--- src/logic/serial_cfg_params.svh ---
// constants for the serial port configuration packet decoder
`ifndef SERIAL_CFG_PARAMS_SVH
`define SERIAL_CFG_PARAMS_SVH

// packet word indices
`define W_CTRL 0
`define W_FMT 1
`define W_INIT_RETRY 2
`define W_STATION 3
`define W_ACK_TMO 4
`define W_RESP_TMO 5
`define W_RTS_ON 6
`define W_RTS_OFF 7

// word 0 fields
`define W0_MODE_BIT 15
`define W0_HS_BIT 14
`define W0_RD_BIT 13
`define W0_STAT_HI 10
`define W0_STAT_LO 4
`define W0_SEL_HI 3
`define W0_SEL_LO 0
`define SEL_SERIAL 4'h2

// word 1 fields
`define W1_RATE_HI 2
`define W1_RATE_LO 0
`define W1_CHAR_BIT 4
`define W1_PAR_HI 6
`define W1_PAR_LO 5
`define W1_STOP_BIT 7
`define W1_HWHS_BIT 8
`define W1_CARRIER_BIT 9
`define W1_FULL_BIT 11
`define W1_EMBED_BIT 15

// limits
`define MAX_BYTE_PARAM 8'hfe
`define MAX_INIT_DELAY 8'h19
`define MIN_RESP_TMO 16'h0064
`define MAX_RESP_TMO 16'h31ce
`define TMO_STEP 16'h0032
`define MAX_RTS_OFF 16'hffdb

// status codes
`define ST_OK 7'h00
`define ST_ENQ_RETRY 7'h0b
`define ST_INIT_DELAY 7'h0c
`define ST_MASTER_NAK 7'h0d
`define ST_SLAVE_ADDR 7'h0e
`define ST_SEL_BAD 7'h08
`define ST_RESP_TMO 7'h10
`define ST_RTS_OFF 7'h12
`define ST_RUN_MODE 7'h18

// first power-up words
`define DEF_W1 16'h0812
`define DEF_W2 16'h0002
`define DEF_W3 16'h0002
`define DEF_W4 16'h00c8
`define DEF_W5 16'h2710
`define DEF_W6 16'h0000
`define DEF_W7 16'h0000

// timing
`define CLK_HZ 40000000
`define RATE_0 300
`define RATE_1 600
`define RATE_2 1200
`define RATE_3 2400
`define RATE_4 4800
`define RATE_5 9600
`define RATE_6 19200
`define RATE_CNT_W 18

`endif

--- src/logic/serial_cfg_pkg.sv ---
// types for the serial port configuration packet decoder
package serial_cfg_pkg;

  typedef logic [15:0] word_t;
  typedef logic [7:0][15:0] image_t;

  typedef enum logic [1:0] {
    par_none = 2'h0,
    par_even = 2'h1,
    par_odd = 2'h2
  } parity_e;

  typedef enum logic [1:0] {
    st_idle = 2'b01,
    st_done = 2'b10
  } hs_state_e;

  typedef struct packed {
    logic [2:0] rate_code;
    logic char8;
    parity_e parity;
    logic stop2;
    logic full_duplex;
    logic hw_handshake;
    logic carrier_detect;
    logic embedded_resp;
    logic [7:0] init_delay;
    logic [7:0] enq_retries;
    logic [7:0] slave_addr;
    logic [7:0] master_addr;
    logic [7:0] nak_retries;
    logic [15:0] ack_timeout;
    logic [15:0] resp_timeout;
    logic [15:0] rts_on_delay;
    logic [15:0] rts_off_delay;
  } link_settings_s;

endpackage

--- src/logic/rate_divider.sv ---
// bit-rate enable divider selected by the rate code
`timescale 1ns/1ps
`include "serial_cfg_params.svh"
module rate_divider #(
  parameter int CLK_HZ = `CLK_HZ,
  parameter int CNT_W = `RATE_CNT_W
) (
  // clock and reset
  input wire logic sys_clk,
  input wire logic rstn,
  // rate select
  input wire logic [2:0] rate_code,
  // one-cycle enable at the bit rate
  output logic tick
);

  localparam logic [CNT_W-1:0] DIV0 = CNT_W'(CLK_HZ / `RATE_0 - 1);
  localparam logic [CNT_W-1:0] DIV1 = CNT_W'(CLK_HZ / `RATE_1 - 1);
  localparam logic [CNT_W-1:0] DIV2 = CNT_W'(CLK_HZ / `RATE_2 - 1);
  localparam logic [CNT_W-1:0] DIV3 = CNT_W'(CLK_HZ / `RATE_3 - 1);
  localparam logic [CNT_W-1:0] DIV4 = CNT_W'(CLK_HZ / `RATE_4 - 1);
  localparam logic [CNT_W-1:0] DIV5 = CNT_W'(CLK_HZ / `RATE_5 - 1);
  localparam logic [CNT_W-1:0] DIV6 = CNT_W'(CLK_HZ / `RATE_6 - 1);

  logic [CNT_W-1:0] cnt;
  logic [2:0] code_q;
  wire code_changed = code_q != rate_code;
  wire [CNT_W-1:0] reload =
    (rate_code == 3'h0) ? DIV0 :
    (rate_code == 3'h1) ? DIV1 :
    (rate_code == 3'h2) ? DIV2 :
    (rate_code == 3'h3) ? DIV3 :
    (rate_code == 3'h4) ? DIV4 :
    (rate_code == 3'h5) ? DIV5 : DIV6;
  wire at_zero = cnt == '0;

  always_ff @(posedge sys_clk or negedge rstn) begin
    if (!rstn) begin
      cnt <= '0;
      code_q <= 3'h0;
      tick <= 1'b0;
    end else begin
      code_q <= rate_code;
      tick <= at_zero && !code_changed;
      cnt <= (at_zero || code_changed) ? reload : cnt - 1'b1;
    end
  end

endmodule // rate_divider

--- src/logic/serial_port_config_packet.sv ---
// serial port configuration packet decoder and settings store
`timescale 1ns/1ps
`include "serial_cfg_params.svh"
module serial_port_config_packet #(
  parameter int CLK_HZ = `CLK_HZ
) (
  // clock and reset
  input wire logic sys_clk,
  input wire logic rstn,
  // output image from the controller
  input wire serial_cfg_pkg::image_t out_image,
  // battery supervisor, high when backed storage is lost
  input wire logic backup_lost,
  // input image to the controller
  output serial_cfg_pkg::image_t in_image,
  // applied link settings
  output serial_cfg_pkg::link_settings_s settings,
  output logic bit_tick
);
  import serial_cfg_pkg::*;

  localparam image_t DEFAULT_IMAGE = {`DEF_W7, `DEF_W6, `DEF_W5, `DEF_W4,
    `DEF_W3, `DEF_W2, `DEF_W1, 16'h0000};

  // command word decode
  wire word_t cmd = out_image[`W_CTRL];
  wire req_hs = cmd[`W0_HS_BIT];
  wire is_read = cmd[`W0_RD_BIT];
  wire cfg_mode = cmd[`W0_MODE_BIT];
  wire [3:0] sel = cmd[`W0_SEL_HI:`W0_SEL_LO];
  wire sel_ok = sel == `SEL_SERIAL;

  // incoming settings words
  wire word_t n_fmt = out_image[`W_FMT];
  wire word_t n_init = out_image[`W_INIT_RETRY];
  wire word_t n_stn = out_image[`W_STATION];
  wire word_t n_tmo = out_image[`W_RESP_TMO];
  wire word_t n_off = out_image[`W_RTS_OFF];
  wire n_full = n_fmt[`W1_FULL_BIT];

  // range checks of a write
  wire err_enq = n_init[7:0] > `MAX_BYTE_PARAM;
  wire err_init = n_init[15:8] > `MAX_INIT_DELAY;
  wire err_mnak = n_stn[7:0] > `MAX_BYTE_PARAM;
  wire err_slave = n_stn[15:8] > `MAX_BYTE_PARAM;
  wire err_tmo = (n_tmo < `MIN_RESP_TMO) ||
    (n_tmo > `MAX_RESP_TMO);
  wire err_off = !n_full && (n_off > `MAX_RTS_OFF);
  wire [6:0] chk_code =
    err_enq ? `ST_ENQ_RETRY :
    err_init ? `ST_INIT_DELAY :
    err_mnak ? `ST_MASTER_NAK :
    err_slave ? `ST_SLAVE_ADDR :
    err_tmo ? `ST_RESP_TMO :
    err_off ? `ST_RTS_OFF : `ST_OK;

  // timeout rounded down to the step
  wire word_t tmo_rem = n_tmo % `TMO_STEP;
  wire word_t tmo_rounded = n_tmo - tmo_rem;

  // handshake state
  hs_state_e state;
  hs_state_e next_state;
  wire take = (state == st_idle) && req_hs;
  wire release_hs = (state == st_done) && !req_hs;

  // transaction outcome
  wire do_read = take && is_read;
  wire write_req = take && !is_read;
  wire write_run = write_req && !cfg_mode;
  wire write_cfg = write_req && cfg_mode;
  wire apply = write_cfg && sel_ok && (chk_code == `ST_OK);
  wire [6:0] resp_code =
    write_run ? `ST_RUN_MODE :
    !sel_ok ? `ST_SEL_BAD :
    is_read ? `ST_OK : chk_code;

  // working and backed settings
  image_t work;
  image_t next_work;
  image_t store;
  logic store_valid;
  logic load_pending;
  logic mode_q;
  logic lost_meta;
  logic lost_sync;
  wire save = mode_q && !cfg_mode && !load_pending;

  image_t next_in_image;
  link_settings_s next_settings;

  // next state
  always_comb begin
    case (state)
      st_idle: next_state = req_hs ? st_done : st_idle;
      st_done: next_state = req_hs ? st_done : st_idle;
      default: next_state = st_idle;
    endcase
  end

  // response into the input image with its valid bit
  always_comb begin
    next_in_image = in_image;
    if (take) begin
      next_in_image[`W_CTRL] = '0;
      next_in_image[`W_CTRL][`W0_MODE_BIT] = cfg_mode;
      next_in_image[`W_CTRL][`W0_HS_BIT] = 1'b1;
      next_in_image[`W_CTRL][`W0_STAT_HI:`W0_STAT_LO] = resp_code;
      next_in_image[`W_CTRL][`W0_SEL_HI:`W0_SEL_LO] = sel;
      if (do_read && sel_ok) begin
        for (int i = 1; i < 8; i++) begin
          next_in_image[i] = work[i];
        end
      end
    end else if (release_hs) begin
      next_in_image[`W_CTRL][`W0_HS_BIT] = 1'b0;
    end
  end

  // working settings update
  always_comb begin
    next_work = work;
    if (load_pending) begin
      next_work = store_valid ? store : DEFAULT_IMAGE;
    end else if (apply) begin
      for (int i = 1; i < 8; i++) begin
        next_work[i] = out_image[i];
      end
      next_work[`W_RESP_TMO] = tmo_rounded;
    end
    next_work[`W_CTRL] = '0;
  end

  // decoded settings
  wire word_t w_fmt = work[`W_FMT];
  wire word_t w_stn = work[`W_STATION];
  wire w_full = w_fmt[`W1_FULL_BIT];
  wire [1:0] w_par = w_fmt[`W1_PAR_HI:`W1_PAR_LO];
  always_comb begin
    next_settings = '0;
    next_settings.rate_code = w_fmt[`W1_RATE_HI:`W1_RATE_LO];
    next_settings.char8 = w_fmt[`W1_CHAR_BIT];
    next_settings.parity = (w_par == 2'h1) ? par_even :
      (w_par == 2'h2) ? par_odd : par_none;
    next_settings.stop2 = w_fmt[`W1_STOP_BIT];
    next_settings.full_duplex = w_full;
    next_settings.carrier_detect = w_fmt[`W1_CARRIER_BIT];
    next_settings.hw_handshake = w_fmt[`W1_HWHS_BIT] ||
      w_fmt[`W1_CARRIER_BIT];
    next_settings.embedded_resp = w_fmt[`W1_EMBED_BIT];
    next_settings.init_delay = work[`W_INIT_RETRY][15:8];
    next_settings.enq_retries = work[`W_INIT_RETRY][7:0];
    next_settings.slave_addr = w_stn[15:8];
    next_settings.master_addr = w_full ? 8'h00 : w_stn[7:0];
    next_settings.nak_retries = w_full ? w_stn[7:0] : 8'h00;
    next_settings.ack_timeout = work[`W_ACK_TMO];
    next_settings.resp_timeout = work[`W_RESP_TMO];
    next_settings.rts_on_delay = w_full ? 16'h0000 :
      work[`W_RTS_ON];
    next_settings.rts_off_delay = w_full ? 16'h0000 :
      work[`W_RTS_OFF];
  end

  // handshake and image registers
  always_ff @(posedge sys_clk or negedge rstn) begin
    if (!rstn) begin
      state <= st_idle;
      in_image <= '0;
    end else begin
      state <= next_state;
      in_image <= next_in_image;
    end
  end

  // working settings, restore pending after reset
  always_ff @(posedge sys_clk or negedge rstn) begin
    if (!rstn) begin
      work <= DEFAULT_IMAGE;
      load_pending <= 1'b1;
      mode_q <= 1'b0;
      settings <= '0;
    end else begin
      work <= next_work;
      load_pending <= 1'b0;
      mode_q <= cfg_mode;
      settings <= next_settings;
    end
  end

  // battery supervisor synchroniser, free of rstn so a loss seen
  // during reset clears the backed store before the restore
  always_ff @(posedge sys_clk) begin
    lost_meta <= backup_lost;
    lost_sync <= lost_meta;
  end

  // backed storage, kept across rstn
  always_ff @(posedge sys_clk) begin
    if (save) begin
      store <= work;
    end
  end

  always_ff @(posedge sys_clk) begin
    if (save) begin
      store_valid <= 1'b1;
    end else if (lost_sync) begin
      store_valid <= 1'b0;
    end
  end

  rate_divider #(
    .CLK_HZ(CLK_HZ),
    .CNT_W(`RATE_CNT_W)
  ) u_rate_divider (
    .sys_clk(sys_clk),
    .rstn(rstn),
    .rate_code(settings.rate_code),
    .tick(bit_tick)
  );

endmodule // serial_port_config_packet
--- config.mk ---
export PLATFORM = sky130hd
export DESIGN_NAME = serial_port_config_packet
export DESIGN_NICKNAME = d
export VERILOG_FILES = /design/src/logic/serial_cfg_pkg.sv /design/src/logic/rate_divider.sv /design/src/logic/serial_port_config_packet.sv
export VERILOG_INCLUDE_DIRS = /design/src /design/src/logic
export SDC_FILE = /design/constraint.sdc
export NUM_CORES = 1
export LEC_CHECK = 0
export BUFFER_PORTS_ARGS = -buffer_cell sky130_fd_sc_hd__buf_2
export CORE_MARGIN = 1.5
export CORE_UTILIZATION = 47
export CTS_CLUSTER_DIAMETER = 120
export DETAILED_ROUTE_END_ITERATION = 16
export PLACE_DENSITY_LB_ADDON = 0.08
export SLEW_MARGIN = 25
export SYNTH_ARGS = -nofsm -noshare
export SYNTH_HDL_FRONTEND = slang
export SYNTH_SLANG_ARGS = --single-unit
--- constraint.sdc ---
create_clock -name sys_clk -period 15.6 [get_ports sys_clk]
set_input_delay 0.78 -clock sys_clk [delete_from_list [all_inputs] [get_ports sys_clk]]
set_output_delay 0.78 -clock sys_clk [all_outputs]
set_load 0.05 [all_outputs]
Word level (Yosys, flattened, before mapping)
Cells that the tools add are included.
{"block": "word_totals", "register_bits": 493, "inputBits": 131, "word_cells": 128, "output_inout_bits": 244}
{"block": "op_classes", "n_div": 1, "n_mux": 29, "n_reduce_logical": 29, "n_addsub": 2, "n_eq_ne": 11, "order_cmp": 7}
{"operator": "two-way mux 112 bit", "count": 2}
{"operator": "two-way mux 128 bit", "count": 1}
{"operator": "two-way mux 18 bit", "count": 6}
{"operator": "two-way mux 5 bit", "count": 9}
{"operator": "two-way mux 16 bit", "count": 2}
{"operator": "greater-than comparator 8 bit, second input constant", "count": 3}
{"operator": "zero test 18 bit", "count": 1}
{"operator": "subtractor 18 x 1 -> 18 bit, second input constant", "count": 1}
{"operator": "greater-than comparator 16 x 14 -> 1 bit, second input constant", "count": 1}
{"operator": "greater-than comparator 16 bit, second input constant", "count": 1}
{"operator": "less-than comparator 16 x 7 -> 1 bit, second input constant", "count": 1}
{"operator": "modulo 16 x 6 -> 16 bit, second input constant", "count": 1}
{"operator": "two-way mux 8 bit", "count": 2}
{"operator": "subtractor 16 bit", "count": 1}
{"operator": "logical AND 1 bit", "count": 13}
{"operator": "two-way mux 13 bit", "count": 1}
{"operator": "greater-than comparator 8 x 5 -> 1 bit, second input constant", "count": 1}
{"operator": "two-way mux 2 bit", "count": 4}
{"operator": "zero test 7 bit", "count": 1}
{"operator": "== test 3 x 2 -> 1 bit, second input constant", "count": 2}
{"operator": "== test 3 bit, second input constant", "count": 2}
{"operator": "zero test 1 bit", "count": 6}
{"operator": "== test 2 x 1 -> 1 bit, second input constant", "count": 2}
{"operator": "== test 2 bit, second input constant", "count": 2}
{"operator": "other kinds (9)", "count": 13}

Logic depth before layout (Yosys ltp)
{"block": "depth", "ltp_word": 12, "ltp_mapped": 47, "mapped_depth_nobuf": 41}

Cells and area by module
From an unflattened synthesis, not the netlist that was laid out.
{"block": "hier_totals", "hier_cells": 1694, "hier_area_um2": 21052.7}
{"module": "serial_port_config_packet", "seq_area_each_um2": 12300.5, "area_per_inst_um2": 19759.0, "cells_each": 1570, "n_inst": 1}
{"module": "rate_divider", "seq_area_each_um2": 550.5, "area_per_inst_um2": 1293.7, "cells_each": 124, "n_inst": 1}

Least setup slack after synthesis
Ideal clock, no wire load.
{"block": "synth_timing", "path_type": "input port to flip-flop", "startpoint": "in out_image[90] (netlist name)", "endpoint": "reg work, in the netlist next_settings[47]", "path_slack_ns": 5.863, "stages": 44, "required_ns": 15.435, "n_path_buf": 3, "t_arrival_ns": 9.573, "setup_time_ns": 0.165, "cell_sequence": "buf_2 > buf_6 > nor4_4 > nor3_1 > nor3_1 > o221ai_1 > o21ai_2 > mux2_4 > o31ai_2 > a31oi_4 > xnor2_2 > a31o_2 > or3b_1 > a21oi_1 > or2_2 > a21oi_2 > a221o_2 > a21oi_2 > [... 8 more ...] > o21ai_0 > nand2b_1 > a21o_1 > a21o_1 > a21o_1 > a21o_1 > a21o_1 > a21o_1 > a21o_1 > a21o_1 > a21o_1 > a21o_1 > a21o_1 > a21oi_1 > xnor2_1 > nor3b_1 > mux2i_1 > o311ai_1"}
{"block": "synth_via", "elab_chain_len": 10, "elab_cells_between_ends": 15, "classes_between": "add/sub (1); div (1); order compare (2); mux (7); reduce/logical (4)"}
{"item": "from (decl)", "line": "serial_port_config_packet.sv:11", "text": "input wire serial_cfg_pkg::image_t out_image,"}
{"item": "branches (longest 10 deep; another with modulo 16 x 6 -> 16 bit)"}
{"item": "to (signal assigned)", "line": "serial_port_config_packet.sv:183", "text": "work <= next_work;"}
{"item": "to (decl)", "line": "serial_port_config_packet.sv:79", "text": "image_t work;"}
Several ways; the timed one is not identified. The select of a mux whose other input is x is not followed.
A chain may end at the register's enable or synchronous reset.

Worst setup path after layout
{"block": "layout_timing", "startpoint": "in out_image[93] (netlist name)", "endpoint": "reg work, in the netlist next_settings[47]"}
Same word-level chain as after synthesis.

==> metrics.md <==
| Metric | Value |
|---|---|
| Worst Path Arrival | `11290 ps` |
| Post-synth top area share | `43.06%` |
| Fraction of layout cells with a size suffix above 1 | `31.01%` |
| Tmin final | `10860 ps` |
| Mapped Cells | `1685` |
| Cell Pwr Density | `171.1 nW/um^2` |
| Asr flop ratio synth | `76.58%` |
| Placed cell areas | `23270 sq um` |
| FF+latch count, synth | `491` |
| Switching share of power | `35.49%` |
| WP buf/inv | `1` |
| Ys Warns | `0` |
| FF-to-FF setup slack | `11750 ps` |
| Detailed-route via count | `14460` |
| GRT overflow | `0` |
| Die height | `214.3 um` |
| RSZ-0062 raised after global routing | `no` |
| Synth area leaders | `dfrtp_1, edfxtp_1, mux2_2, mux2i_1, o21ai_0` |
| Syn-to-layout area delta | `19.21%` |
| CP peak stage delay | `650 ps` |
| Most frequent cells after synthesis | `dfrtp_1, nand2_1, o21ai_0, mux2_2, edfxtp_1` |
| R2R Path End | `next_settings[34]` |
| Final Non-Filler Cells | `2664` |
| Max frequency | `0.09204 GHz` |
| Synthesized area per cell | `12.45 sq um` |
| Hold Crit Class | `input pin to asynchronous set/reset pin` |
| Flop pwr share | `34.7%` |
| Number of global-route vias before repair | `14613` |
| DR DRC count | `0` |
| Hold buffer count at cts | `0` |
| DRT iter0 DRCs | `886` |
| Status | `completed` |
| Final Wtd Congestion | `0.8391` |
| CTS sink cnt | `491` |
| Post-detail-place hpwl | `34520 um` |
| Origin of the critical flop-to-flop path | `state[0]` |
| TritonCTS Buffers | `51` |
| Slowest-stage cell, CP | `xor2_1` |
| Starting density of the core | `47.55%` |
| GRT Overall Usage | `22.87%` |
| Largest net degree at the start of global routing | `116` |
| Final ANT Viol Nets | `0` |
| Lkg Pwr | `12.13 nW` |
| Req. time, crit path | `16030 ps` |
| Setup Fix Bufs, Post-CTS | `0` |
| Initial antenna violation count | `5` |
| CP Class | `input pin to flip-flop` |
| DR pass1 iterations | `5` |
| Crit. Startpoint | `out_image[93]` |
| Fin. max-slew vios | `0` |
| Worst Skew | `21.17 ps` |
| IO Port Bufs | `360` |
| Sum Neg Setup Slack | `0 ps` |
| Final Cell Area | `25010 sq um` |
| Relative slew slack | `35.00%` |
| Post-synth EDFFs | `112` |
| # placed instances | `2566` |
| Clock latency on the worst-skew pair | `590 ps` |
| Fin. Hold Viols | `0` |
| Peak supply drop | `0.1547 mV` |
| Die width | `214.3 um` |
| Via/cell ratio | `5.428` |
| Worst-Margin Slew | `975.0 ps` |
| CTS Root Cell | `clkbuf_16` |
| # resized after CTS | `0` |
| Most used cell, CP | `a21o_1` |
| Synth Flop Type | `dfrtp_1` |
| Sequential fraction of the synthesis area | `61.25%` |
| Rows | `77` |
| Clk slew on worst S/H paths | `60 ps` |
| Clock Tree Buf Depth | `3` |
| Critical path launch point type | `input pin` |
| Power Internal | `2.761 mW` |
| Core Area | `44120 sq um` |
| Max_cap viols | `0` |
| IO Pins | `375` |
| CP max FO | `26` |
| Clock share of power | `28.6%` |
| Total Die Area | `45920 sq um` |
| First-pass GRT wire length | `83460 um` |
| # setup viols final | `0` |
| Final wirelength | `52290 um` |
| Htree depth | `2` |
| Post-DR wirelength/cell | `19.63 um` |
| CP Capture Type | `flip-flop` |
| Post-route clock period utilization | `69.65%` |
| Reg2reg path depth | `11` |
| Family with the most delay on the worst path | `compound AO/OA/AOI/OAI gates` |
| Synthesized area | `20980 sq um` |
| NumNets Final | `2178` |
| TritonCTS clock tree | `done` |
| Combinational share of power | `36.6%` |
| Switching power | `1.519 mW` |
| Top-count cell post-synth | `dfrtp_1` |
| Synth area leader | `dfrtp_1` |
| Synth unique cells | `107` |
==> layout by cell type (no fill, tap or decap), types with 32 or more instances in the layout <==
cell type,count
xnor2_1,32
o21ai_0,142
buf_2,359
mux2_2,117
edfxtp_1,112
nor2_1,79
nand2_1,150
nor2b_1,51
dfrtp_1,361
mux2i_1,89
a21oi_1,49
clkbuf_16,51
==> how the worst max path moves through the flow <==
stage,endpoint,cells after the start
after detailed placement,next_settings[47],42
after CTS,next_settings[47],42
after floorplan,next_settings[47],44
after global placement,next_settings[47],42
final,next_settings[47],42
after global routing,next_settings[47],41
==> per-layer routing <==
layer  track usage [%]  share of wire (%)  vias up
met5                 0              0.065        -
met4             6.009                2.2        6
met3             5.305                5.6       79
met2             36.23                 46      383
met1             31.84                 46     7260
li1                  -                  -     6732
==> cell families (layout without fill, tap and decap cells) <==
| logic type | Yosys count | after routing | share of synthesized area, % |
|---|---|---|---|
| DFF | 491 | 491 | 61.25 |
| AOI/OAI and AO/OA | 364 | 364 | 11.91 |
| xor gates and xnor gates | 49 | 49 | 2.117 |
| and+or+nand+nor | 432 | 432 | 10.26 |
| other | 2 | 13 | 0.03579 |
| adders and majority gates | 20 | 20 | 1.193 |
| buffers and inverters | 118 | 494 | 2.499 |
| muxes | 209 | 209 | 10.73 |
==> stage by stage <==
stage,util (%),hold WS [ps],total power [mW],setup WS [ps]
6_report,56.69,203.0,4.281,4735
5_1_grt,56.69,274.3,4.531,3997
4_1_cts,56.66,258.1,4.317,4877
3_5_place_dp,52.74,314.7,3.075,4381
3_3_place_gp,52.71,313.7,3.065,4401
2_1_floorplan,-,309.6,2.749,5863
==> registers in the layout (all words and copies together), names as in the netlist, 2 cells and up <==
signal	cells
in_image	123
settings	115
store	112
next_settings	48
work	32
u_rate_divider.cnt	18
w_fmt	16
w_stn	16
u_rate_divider.code_q	3
state	2
==> power groups by stage <==
stage / combinational, mW / clock (mW) / sequential (mW)
6_report: 1.57 / 1.23 / 1.49
5_1_grt: 1.72 / 1.31 / 1.50
4_1_cts: 1.58 / 1.25 / 1.49
3_5_place_dp: 1.56 / 0 / 1.51
3_3_place_gp: 1.56 / 0 / 1.50
2_1_floorplan: 1.04 / 0 / 1.71
==> area by class of cell <==
cell class              count  area [sq um]
clock inverters            19         214.0
well taps                 592         740.7
clock buffers              77          1514
diodes                      2         5.005
repair buffers            372          1909
flip-flops and latches    491         12860
multi-input cells        1085          7674
fillers                  3871         19110
inverters                  26         97.59
==> worst reg2reg max path: stages, from the launching register on <==
cell and delay, ps:
dfstp_2 530, ha_1 180, nand2_1 320, nor3_1 280, nand3b_1 220, nor2_1 180, nand2_1 130, or4b_4 860
buf_4 520, nor3_1 330, a21oi_1 60, o21ai_0 170
Note: power is estimated with default switching activity, not from simulation.
